File: src/shp_pkg.sv
// shared constants for the slave host handshake port
// assumes a single 25 MHz core clock
package shp_pkg;
    localparam int REF_CLK_HZ = 25000000;
    localparam int DATA_W = 16;
    // strobe high to ready high, longest, in ns
    localparam int T_READY_MAX_NS = 75;
    // strobe low to data valid, longest, in ns
    localparam int T_DATA_VALID_MAX_NS = 90;
    localparam int CLK_PERIOD_NS = 1000000000 / REF_CLK_HZ;
    localparam int READY_CYC = (T_READY_MAX_NS / CLK_PERIOD_NS) < 1 ? 1 :
        (T_READY_MAX_NS / CLK_PERIOD_NS);
    localparam int DV_CYC = (T_DATA_VALID_MAX_NS / CLK_PERIOD_NS) < 1 ? 1 :
        (T_DATA_VALID_MAX_NS / CLK_PERIOD_NS);
    localparam logic READY_ON = 1'b0;
    localparam logic READY_OFF = 1'b1;
    localparam logic DIR_WRITE = 1'b0;
    localparam logic DIR_READ = 1'b1;
    typedef enum logic [1:0] {
        SHP_IDLE,
        SHP_WRITE,
        SHP_READ
    } shp_state_e;
endpackage

File: src/shp_sync.sv
// two flop synchroniser for one pin level
// assumes the pin is asynchronous to ref_clk
`timescale 1ns/1ps
`default_nettype none
module shp_sync #(
    parameter logic RST_VAL = 1'b1
) (
    input wire logic ref_clk,
    input wire logic rst_b,
    input wire logic pin_in,
    output logic pin_sync
);
    logic meta_r;
    logic meta_nxt;
    logic sync_r;
    logic sync_nxt;
    always_comb begin
        meta_nxt = pin_in;
        sync_nxt = meta_r;
    end
    always_ff @(posedge ref_clk or negedge rst_b) begin
        if (!rst_b) begin
            meta_r <= RST_VAL;
            sync_r <= RST_VAL;
        end else begin
            meta_r <= meta_nxt;
            sync_r <= sync_nxt;
        end
    end
    assign pin_sync = sync_r;
endmodule
`default_nettype wire

File: src/shp_port.sv
// host handshake port: host writes words in, reads words out
// assumes host pins async to ref_clk; core offers words by load pulses, takes them under a held enable level
//
// Contract
// ready for a host word: write-ready driven low
// host write: direction low, strobe low, then data on the bus
// host raises strobe only once its write data is valid
// on strobe rise in write, capture bus word, write-ready back high
// write-ready rising edge pulses the write-complete interrupt
// word held for host: read-ready driven low
// read with direction high: drive outgoing word while strobe low
// host read: direction high, strobe low, raise strobe after sampling
// on strobe rise in read, read-ready high and read-complete interrupt
// drive bus only in read while strobe low, release after strobe rise
`timescale 1ns/1ps
`default_nettype none
module shp_port #(
    parameter int DATA_W = shp_pkg::DATA_W
) (
    input wire logic ref_clk,
    input wire logic rst_b,
    input wire logic host_dir_read,
    input wire logic host_strobe_n,
    input wire logic [DATA_W-1:0] host_data_in,
    output logic [DATA_W-1:0] host_data_out,
    output logic host_data_oe,
    output logic host_write_ready_n,
    output logic host_read_ready_n,
    input wire logic core_rx_enable,
    output logic [DATA_W-1:0] core_rx_data,
    input wire logic core_tx_load,
    input wire logic [DATA_W-1:0] core_tx_data,
    output logic core_tx_empty,
    output logic write_complete_irq,
    output logic read_complete_irq
);
    // idle levels of the host pins, loaded into their synchronisers at reset
    localparam logic STROBE_IDLE = 1'h1;
    localparam logic DATA_IDLE = 1'h0;

    // pin side, each through two flops before any logic reads it
    logic dir_s;
    logic strobe_s;
    logic [DATA_W-1:0] data_s;

    // handshake state
    shp_pkg::shp_state_e state_r;
    shp_pkg::shp_state_e state_nxt;
    logic strobe_prev_r;
    logic strobe_prev_nxt;

    // write direction: host to core
    logic wr_rdy_r;
    logic wr_rdy_nxt;
    logic rx_hold_r;
    logic rx_hold_nxt;
    logic [DATA_W-1:0] rx_data_r;
    logic [DATA_W-1:0] rx_data_nxt;

    // read direction: core to host
    logic rd_rdy_r;
    logic rd_rdy_nxt;
    logic [DATA_W-1:0] tx_data_r;
    logic [DATA_W-1:0] tx_data_nxt;

    // interrupt edge detect
    logic wr_rdy_prev_r;
    logic wr_rdy_prev_nxt;
    logic rd_rdy_prev_r;
    logic rd_rdy_prev_nxt;
    logic wr_irq_r;
    logic wr_irq_nxt;
    logic rd_irq_r;
    logic rd_irq_nxt;

    // decoded events
    logic strobe_fall;
    logic strobe_rise;
    logic wr_take;
    logic rd_take;
    logic wr_arm;
    logic tx_accept;

    // direction idles high, the same as a host at rest
    shp_sync #(
        .RST_VAL(shp_pkg::DIR_READ)
    ) dir_sync_i (
        .ref_clk(ref_clk),
        .rst_b(rst_b),
        .pin_in(host_dir_read),
        .pin_sync(dir_s)
    );

    // strobe flops reset high, so no false edge follows reset
    shp_sync #(
        .RST_VAL(STROBE_IDLE)
    ) strobe_sync_i (
        .ref_clk(ref_clk),
        .rst_b(rst_b),
        .pin_in(host_strobe_n),
        .pin_sync(strobe_s)
    );

    // bus bits share the strobe's latency, so the word and the edge line up;
    // safe only because the host holds the word well past the strobe rise
    genvar bit_idx;
    generate
        for (bit_idx = 0; bit_idx < DATA_W; bit_idx++) begin : data_sync_g
            shp_sync #(
                .RST_VAL(DATA_IDLE)
            ) shp_sync_i (
                .ref_clk(ref_clk),
                .rst_b(rst_b),
                .pin_in(host_data_in[bit_idx]),
                .pin_sync(data_s[bit_idx])
            );
        end
    endgenerate

    always_comb begin
        strobe_fall = strobe_prev_r && !strobe_s;
        strobe_rise = !strobe_prev_r && strobe_s;
        wr_take = strobe_rise &&
            (state_r == shp_pkg::SHP_WRITE) &&
            (wr_rdy_r == shp_pkg::READY_ON);
        rd_take = strobe_rise &&
            (state_r == shp_pkg::SHP_READ) &&
            (rd_rdy_r == shp_pkg::READY_ON);
        // re-arm only after the core drops enable, so one word per offer
        wr_arm = core_rx_enable && !rx_hold_r &&
            (wr_rdy_r == shp_pkg::READY_OFF) &&
            (state_r == shp_pkg::SHP_IDLE);
        // a load during a host read is ignored: the word on the bus must hold
        tx_accept = core_tx_load && (state_r != shp_pkg::SHP_READ);
    end

    always_comb begin
        state_nxt = state_r;
        strobe_prev_nxt = strobe_s;
        case (state_r)
            shp_pkg::SHP_IDLE: begin
                if (strobe_fall) begin
                    if (dir_s == shp_pkg::DIR_READ) begin
                        state_nxt = shp_pkg::SHP_READ;
                    end else begin
                        state_nxt = shp_pkg::SHP_WRITE;
                    end
                end
            end
            shp_pkg::SHP_WRITE: begin
                if (strobe_rise) begin
                    state_nxt = shp_pkg::SHP_IDLE;
                end
            end
            shp_pkg::SHP_READ: begin
                if (strobe_rise) begin
                    state_nxt = shp_pkg::SHP_IDLE;
                end
            end
            default: begin
                state_nxt = shp_pkg::SHP_IDLE;
            end
        endcase
    end

    always_comb begin
        wr_rdy_nxt = wr_rdy_r;
        rx_hold_nxt = rx_hold_r;
        rx_data_nxt = rx_data_r;
        if (!core_rx_enable) begin
            rx_hold_nxt = 1'h0;
        end
        if (wr_arm) begin
            wr_rdy_nxt = shp_pkg::READY_ON;
        end
        if (wr_take) begin
            rx_data_nxt = data_s;
            wr_rdy_nxt = shp_pkg::READY_OFF;
            // set wins over a release in the same cycle
            rx_hold_nxt = 1'h1;
        end
    end

    always_comb begin
        rd_rdy_nxt = rd_rdy_r;
        tx_data_nxt = tx_data_r;
        if (tx_accept) begin
            tx_data_nxt = core_tx_data;
            rd_rdy_nxt = shp_pkg::READY_ON;
        end
        if (rd_take) begin
            rd_rdy_nxt = shp_pkg::READY_OFF;
        end
    end

    // ready resets off and so does its copy: no interrupt out of reset
    always_comb begin
        wr_rdy_prev_nxt = wr_rdy_r;
        rd_rdy_prev_nxt = rd_rdy_r;
        wr_irq_nxt = (wr_rdy_r == shp_pkg::READY_OFF) &&
            (wr_rdy_prev_r == shp_pkg::READY_ON);
        rd_irq_nxt = (rd_rdy_r == shp_pkg::READY_OFF) &&
            (rd_rdy_prev_r == shp_pkg::READY_ON);
    end

    always_ff @(posedge ref_clk or negedge rst_b) begin
        if (!rst_b) begin
            state_r <= shp_pkg::SHP_IDLE;
            strobe_prev_r <= STROBE_IDLE;
            wr_rdy_r <= shp_pkg::READY_OFF;
            rx_hold_r <= 1'h0;
            rx_data_r <= '0;
            rd_rdy_r <= shp_pkg::READY_OFF;
            tx_data_r <= '0;
            wr_rdy_prev_r <= shp_pkg::READY_OFF;
            rd_rdy_prev_r <= shp_pkg::READY_OFF;
            wr_irq_r <= 1'h0;
            rd_irq_r <= 1'h0;
        end else begin
            state_r <= state_nxt;
            strobe_prev_r <= strobe_prev_nxt;
            wr_rdy_r <= wr_rdy_nxt;
            rx_hold_r <= rx_hold_nxt;
            rx_data_r <= rx_data_nxt;
            rd_rdy_r <= rd_rdy_nxt;
            tx_data_r <= tx_data_nxt;
            wr_rdy_prev_r <= wr_rdy_prev_nxt;
            rd_rdy_prev_r <= rd_rdy_prev_nxt;
            wr_irq_r <= wr_irq_nxt;
            rd_irq_r <= rd_irq_nxt;
        end
    end

    // limitation: pin synchronising costs about three clocks each way,
    // so at this clock the host sees ready and data later than it may expect
    assign host_write_ready_n = wr_rdy_r;
    assign host_read_ready_n = rd_rdy_r;
    assign core_rx_data = rx_data_r;
    assign core_tx_empty = (rd_rdy_r == shp_pkg::READY_OFF);
    assign host_data_out = tx_data_r;
    assign host_data_oe = (state_r == shp_pkg::SHP_READ) && !strobe_s &&
        (rd_rdy_r == shp_pkg::READY_ON);
    assign write_complete_irq = wr_irq_r;
    assign read_complete_irq = rd_irq_r;
endmodule
`default_nettype wire

File: config.mk
export PLATFORM = sky130hd
export DESIGN_NAME = shp_port
export DESIGN_NICKNAME = d
export VERILOG_FILES = /design/src/shp_pkg.sv /design/src/shp_sync.sv /design/src/shp_port.sv
export SDC_FILE = /design/constraint.sdc
export NUM_CORES = 1
export LEC_CHECK = 0
export BUFFER_PORTS_ARGS = -buffer_cell sky130_fd_sc_hd__buf_4
export CAP_MARGIN = 20
export CORE_ASPECT_RATIO = 1.25
export CORE_UTILIZATION = 30
export DETAILED_ROUTE_END_ITERATION = 10
export MAX_ROUTING_LAYER = met4
export SYNTH_ARGS = -nofsm -noshare
export SYNTH_HDL_FRONTEND = slang
export SYNTH_SLANG_ARGS = --single-unit
File: constraint.sdc
create_clock -name ref_clk -period 4.81 [get_ports ref_clk]
set_input_delay 0.962 -clock ref_clk [delete_from_list [all_inputs] [get_ports ref_clk]]
set_output_delay 0.962 -clock ref_clk [all_outputs]
set_load 0.05 [all_outputs]
==> flow_summary.toml, run 1 <==
[status]
status = "finished clean"

[min_path]
hold_class = "flop to flop"

[clock_tree]
holdBufCountCts = 0
htree_levels = 3
clock_path_buffers = 2
cts_setup_buffers = 0
root_buffer = "clkbuf_8"
cts_made_buffers = 9
cts_tree = "built"
path_clk_slew_ns = 0.08
worstSkewPairLatency_ns = 0.34
cts_num_sinks = 78
post_cts_resize_count = 0

[logic_synthesis]
synth_nets = 187
yosys.cell_types.count = 25
synthTopCellsByArea = "dfrtp_1, mux2_2, dfstp_2"
yosysSeqAreaShare_pct = 75.0
synth_area_per_cell_sq_um = 18.0
syn-cell-area_sq_mm = 0.00262
syn_inst = 145
async_reset_ff_share_pct = 100
ys_warn_count = 0
ys_seq_elements = 78
synth_top_area_share_pct = 66.0
synth_edf_count = 0
yosysTopAreaCell = "dfrtp_1"
ys.flop_type = "dfrtp_1"

[routing]
wl_per_cell_um = 13.3
drtAntennaViolNets = 0
drt_iter0_drc = 63
vias = 1411
drc = 0
via_per_inst = 4.28
wirelength_um = 4370
dr.pass1.iters = 2

[timing]
holdWs_ns = 0.347
slew_violations = 0
rsz0062_at_grt = "false"
max-slew-margin-rel_pct = 35.9
setup_tns_ns = 0
setup_violations = 0
post-route-min-period_ns = 2.45
min_period_over_period_pct = 51.0
fmax_mhz = 408
tightest_slew_ns = 0.962
finalHoldViolations = 0
fin_skew_ns = 0.00769

[setup_path]
cp_data_arrival_time_ns = 1.49
path_delay_family = "flip-flops"
path_class = "flop to primary output"
worst_setup_path_start_kind = "flop"
crit_buf_inv = 2
required_ns = 3.85
critPathMaxStageDelay_ns = 0.40
cp_max_fo = 4
cpMaxStageDelayCell = "dfrtp_1"
endpoint_kind = "primary output"
path_cells = "inv_1, ha_1, nor3b_1, buf_4"

[die]
core_sq_mm = 0.00833
dieArea_sq_mm = 0.00910
rows = 37
die_h_um = 106
initial_core_util_pct = 31.4
num_io_pins = 76
die_w_um = 85.5

[global_routing]
grt_pass1_wl_um = 7190
grtUsageTotal_pct = 10.9
gr-total-overflow = 0
grt_start_max_net_pins = 79
grt_pass1_vias = 1467
antenna_found_initial = 0

[layout]
synthToLayoutAreaGrowth_pct = 33.9
fillerInstances = 791
final_area_sq_mm = 0.00350
final_nets = 270
diodes = 0
final_util_pct = 42.0
drive_above_1_share_pct = 57.9

[job]
maxCapViolCount = 0

[power]
p_comb_share_pct = 38.3
seqPwrFrac_pct = 38.4
ir_worst_vdd_uv = 266
swShare_pct = 38.1
clock_power_share_pct = 23.4
p_switching_uw = 875
powerDensity_mw_per_mm2 = 656
leakagePower_nw = 1.65
intPower_mw = 1.42

[placed_design]
postPlaceCellArea_sq_mm = 0.00327
portBuffers = 75
dp_hpwl_um = 2840
gp_congestion = 0.692
[metrics by stage]
stage	std cells	worst slack, ns	total power, mW
after floorplan	145	2.02	1.51
after global placement	313	2.70	1.77
after detailed placement	313	2.63	1.78
after CTS	329	2.33	2.33
after global routing	330	2.31	2.41
final	330	2.36	2.30
[power groups by stage]
stage | clock (mW) | sequential (mW) | combinational [mW]
after floorplan | 0 | 1.27 | 0.241
after global placement | 0 | 0.893 | 0.875
after detailed placement | 0 | 0.895 | 0.886
after CTS | 0.560 | 0.885 | 0.886
after global routing | 0.587 | 0.900 | 0.927
final | 0.537 | 0.881 | 0.879
[sequential cells by signal, indices dropped and copies added (netlist names)]
name and cells:
core_rx_data 16, data_sync_g.shp_sync_i.meta_r 16, data_sync_g.shp_sync_i.pin_sync 16, host_data_out 16, state_r 2, core_tx_empty 1
dir_sync_i.meta_r 1, dir_sync_i.pin_sync 1, host_write_ready_n 1, rd_rdy_prev_r 1, read_complete_irq 1, rx_hold_r 1
strobe_prev_r 1, strobe_sync_i.meta_r 1, strobe_sync_i.pin_sync 1, wr_rdy_prev_r 1, write_complete_irq 1
[worst paths after layout]
| check | start | to | slack [ns] | cells past startpoint |
|---|---|---|---|---|
| worst max-delay path | state_r[0]$_DFFE_PN0P_ | host_data_oe | 2.36 | 4 |
| worst min-delay path | data_sync_g[7].shp_sync_i.meta_r$_DFF_PN0_ | data_sync_g[7].shp_sync_i.pin_sync$_DFF_PN0_ | 0.35 | 0 |
| worst max register to register | strobe_sync_i.pin_sync$_DFF_PN1_ | core_rx_data[13]$_DFFE_PN0P_ | 3.02 | 4 |
| worst min register to register | data_sync_g[7].shp_sync_i.meta_r$_DFF_PN0_ | data_sync_g[7].shp_sync_i.pin_sync$_DFF_PN0_ | 0.35 | 0 |
| max in group asynchronous | rst_b | state_r[1]$_DFFE_PN0P_ | 3.42 | 1 |
| min in group asynchronous | rst_b | data_sync_g[13].shp_sync_i.pin_sync$_DFF_PN0_ | 0.78 | 1 |
[layout by cell type, fill, tap and decap left out, types with 2 or more instances in the layout]
cell type,count
clkbuf_8,9
mux2_4,8
bufinv_16,2
buf_4,76
ha_1,4
dfstp_2,9
dfrtp_1,69
nor3b_1,2
inv_1,3
nand2b_1,3
nand2_1,4
nor2b_1,3
mux2_2,24
clkinv_4,2
[logic make-up after synthesis]
logic type               Yosys count  share of synthesized area (%)
AO/OA/AOI/OAI                      7                           1.91
adder cells (fa/ha/maj)            4                           1.91
buffers and inverters              8                           2.30
flip-flops                        78                           75.0
multiplexers                      32                           14.9
AND/OR/NAND/NOR                   16                           3.92
[worst reg2reg max path, cell delays in order, from the launching register on]
cell and delay, ns:
dfstp_2 0.59, nand2b_4 0.09, nor3b_4 0.42, buf_8 0.24
mux2_2 0.35
[cell type report]
type | instances | area, sq um | area share (%)
inverters | 3 | 11.3 | 0.322
flip-flops and latches | 78 | 1960 | 56.1
well taps | 97 | 121 | 3.47
repair buffers | 77 | 586 | 16.7
clock inverters | 6 | 93.8 | 2.68
multi-input cells | 59 | 599 | 17.1
clock buffers | 10 | 128 | 3.64
[metal layers]
layer / routed length (um) / part of all wire [%] / global-route usage [%]
met1: 1800 / 41 / 12.7
met2: 2240 / 51 / 16.3
met3: 188 / 4.3 / 2.56
met4: 150 / 3.4 / 8.21
met5: 0 / 0 / -
[synthesized netlist by cell type (2+ instances only)]
cell / number
inv_1: 3
buf_2: 2
mux2_4: 8
mux2_2: 24
nand2b_1: 3
nor2b_1: 3
dfstp_2: 9
nor3b_1: 2
dfrtp_1: 69
nand2_1: 4
ha_1: 4
(Power assumes the default switching activity.)
==> run 2, diff against run 1 <==
- ABC_AREA: not set -> 1
- clock period: 4.81 -> 2.45 ns (I/O delays scaled with it)
==> flow_summary.toml, run 2 <==
[status]
status = "finished clean"

[power]
clock_power_share_pct = 22.5
swShare_pct = 41.7
p_switching_mw = 1.94
powerDensity_mw_per_mm2 = 1310
p_comb_share_pct = 39.3
intPower_mw = 2.71
power.total_mw = 4.65
leakagePower_nw = 1.85
seqPwrFrac_pct = 38.3
ir_worst_vdd_uv = 466

[setup_path]
reg2reg_depth = 5
worst_setup_path_start_kind = "flop"
cp_max_fo = 18
required_ns = 1.96
reg2reg_from = "state_r[0]$_DFFE_PN0P_"
timing.rr.end = "core_tx_empty$_DFFE_PN1P_"
crit_end = "host_data_oe"
path_class = "flop to primary output"
endpoint_kind = "primary output"
rrSetupSlack_ns = 0.78
cp_data_arrival_time_ns = 1.62
crit_start = "state_r[0]$_DFFE_PN0P_"

[timing]
max-slew-margin-rel_pct = 56.2
fin_skew_ns = 0.00768
slew_violations = 0
min_period_over_period_pct = 86.0
fmax_mhz = 475
layout_setup_ws_ns = 0.343
rsz0062_at_grt = "false"
setup_tns_ns = 0
post-route-min-period_ns = 2.11
finalHoldViolations = 0
setup_violations = 0
tightest_slew_ns = 0.657

[die]
rows = 38
num_io_pins = 76
die_w_um = 86.1
initial_core_util_pct = 30.8
dieArea_sq_mm = 0.00922
die_h_um = 107
core_sq_mm = 0.00861

[min_path]
hold_class = "input port to asynchronous set/reset pin"

[logic_synthesis]
syn_inst = 224
synth_top_area_share_pct = 65.2
ys_warn_count = 0
synth_top_cells_by_count = "nand2_1, dfrtp_1, nand3_1, dfstp_2, inv_1"
ys_seq_elements = 78
yosys.cell_types.count = 17
synth_area_per_cell_sq_um = 11.8
ys.flop_type = "dfrtp_1"
yosysTopAreaCell = "dfrtp_1"
async_reset_ff_share_pct = 100
yosysSeqAreaShare_pct = 74.1
synth_edf_count = 0
yosysMostFrequentCell = "nand2_1"
synthTopCellsByArea = "dfrtp_1, nand2_1, dfstp_2"
synth_nets = 266
syn-cell-area_sq_mm = 0.00265

[clock_tree]
worstSkewPairLatency_ns = 0.34
htree_levels = 3
path_clk_slew_ns = 0.08
cts_setup_buffers = 0
holdBufCountCts = 0
post_cts_resize_count = 0
root_buffer = "clkbuf_8"
cts_made_buffers = 9
cts_tree = "built"
clock_path_buffers = 2
cts_num_sinks = 78

[routing]
dr.pass1.iters = 4
via_per_inst = 4.08
drtAntennaViolNets = 0
wirelength_um = 4960
drt_iter0_drc = 57
wl_per_cell_um = 11.6
drc = 0
vias = 1752

[layout]
final_cell_mix = "nand2_1, buf_4, dfrtp_1, nand3_1, clkbuf_8"
synthToLayoutAreaGrowth_pct = 34.0
diodes = 0
final_nets = 346
layout_commonest_cell = "nand2_1"
drive_above_1_share_pct = 35.0

[global_routing]
grtUsageTotal_pct = 12.3
grt_pass1_wl_um = 8230
antenna_found_initial = 0
gr-total-overflow = 0
grt_pass1_vias = 1698
grt_start_max_net_pins = 55

[placed_design]
dp_hpwl_um = 3350
preCtsSetupSlack_ns = 0.744
gp_congestion = 0.642
portBuffers = 75

[job]
maxCapViolCount = 0
## run 2: routing by layer
metal	global-route usage [%]	wire length (um)
met1	15.1	2220
met2	18.5	2320
met3	3.46	318
met4	6.07	108
met5	-	0
## run 2: cell type report
type                            instances  area (sq um)
Fill cell                             861          5050
Sequential cell                        78          1960
Multi-Input combinational cell        128           599
Timing Repair Buffer                   77           578
Tap cell                              120           150
Clock buffer                           10           138
Clock inverter                          6          85.1
Inverter                               10          37.5
## run 2: how the worst min path moves through the flow
stage,start,endpoint,depth (start not counted)
6_report,rst_b,core_rx_data[4]$_DFFE_PN0P_,1
5_1_grt,host_data_in[2],data_sync_g[2].shp_sync_i.meta_r$_DFF_PN0_,1
4_1_cts,rst_b,data_sync_g[3].shp_sync_i.pin_sync$_DFF_PN0_,1
3_5_place_dp,data_sync_g[15].shp_sync_i.meta_r$_DFF_PN0_,data_sync_g[15].shp_sync_i.pin_sync$_DFF_PN0_,0
3_3_place_gp,data_sync_g[8].shp_sync_i.meta_r$_DFF_PN0_,data_sync_g[8].shp_sync_i.pin_sync$_DFF_PN0_,0
2_1_floorplan,rst_b,core_rx_data[0]$_DFFE_PN0P_,0
## run 2: power by group through the flow
stage | clock (mW) | sequential, mW | combinational, mW
finish | 1.04 | 1.78 | 1.83
global route | 1.14 | 1.81 | 1.95
CTS | 1.08 | 1.78 | 1.85
detailed placement | 0 | 1.80 | 1.84
global placement | 0 | 1.79 | 1.81
floorplan | 0 | 2.62 | 0.432
## run 2: critical path: stages (launching register included)
cell and delay [ns]:
dfrtp_1 0.40, inv_1 0.12, ha_1 0.21, inv_2 0.15, nor3_2 0.16, buf_4 0.23
## run 2: kinds of logic after synthesis
group / after synthesis / synth area share, %
fa+ha+maj: 4 / 1.89
buf+inv: 18 / 3.49
simple gates: 123 / 20.3
compound gates: 1 / 0.283
flops: 78 / 74.1
## run 2: per-stage QoR
step                      std cells  utilization, %  hold WS (ns)  instance area, sq um
after floorplan                 224               -         0.194                  2660
after global placement          413            38.7         0.335                  3330
after detailed placement        413            38.7         0.336                  3330
after CTS                       429            41.3         0.191                  3550
after global routing            429            41.3         0.225                  3550
final                           429            41.3         0.170                  3550
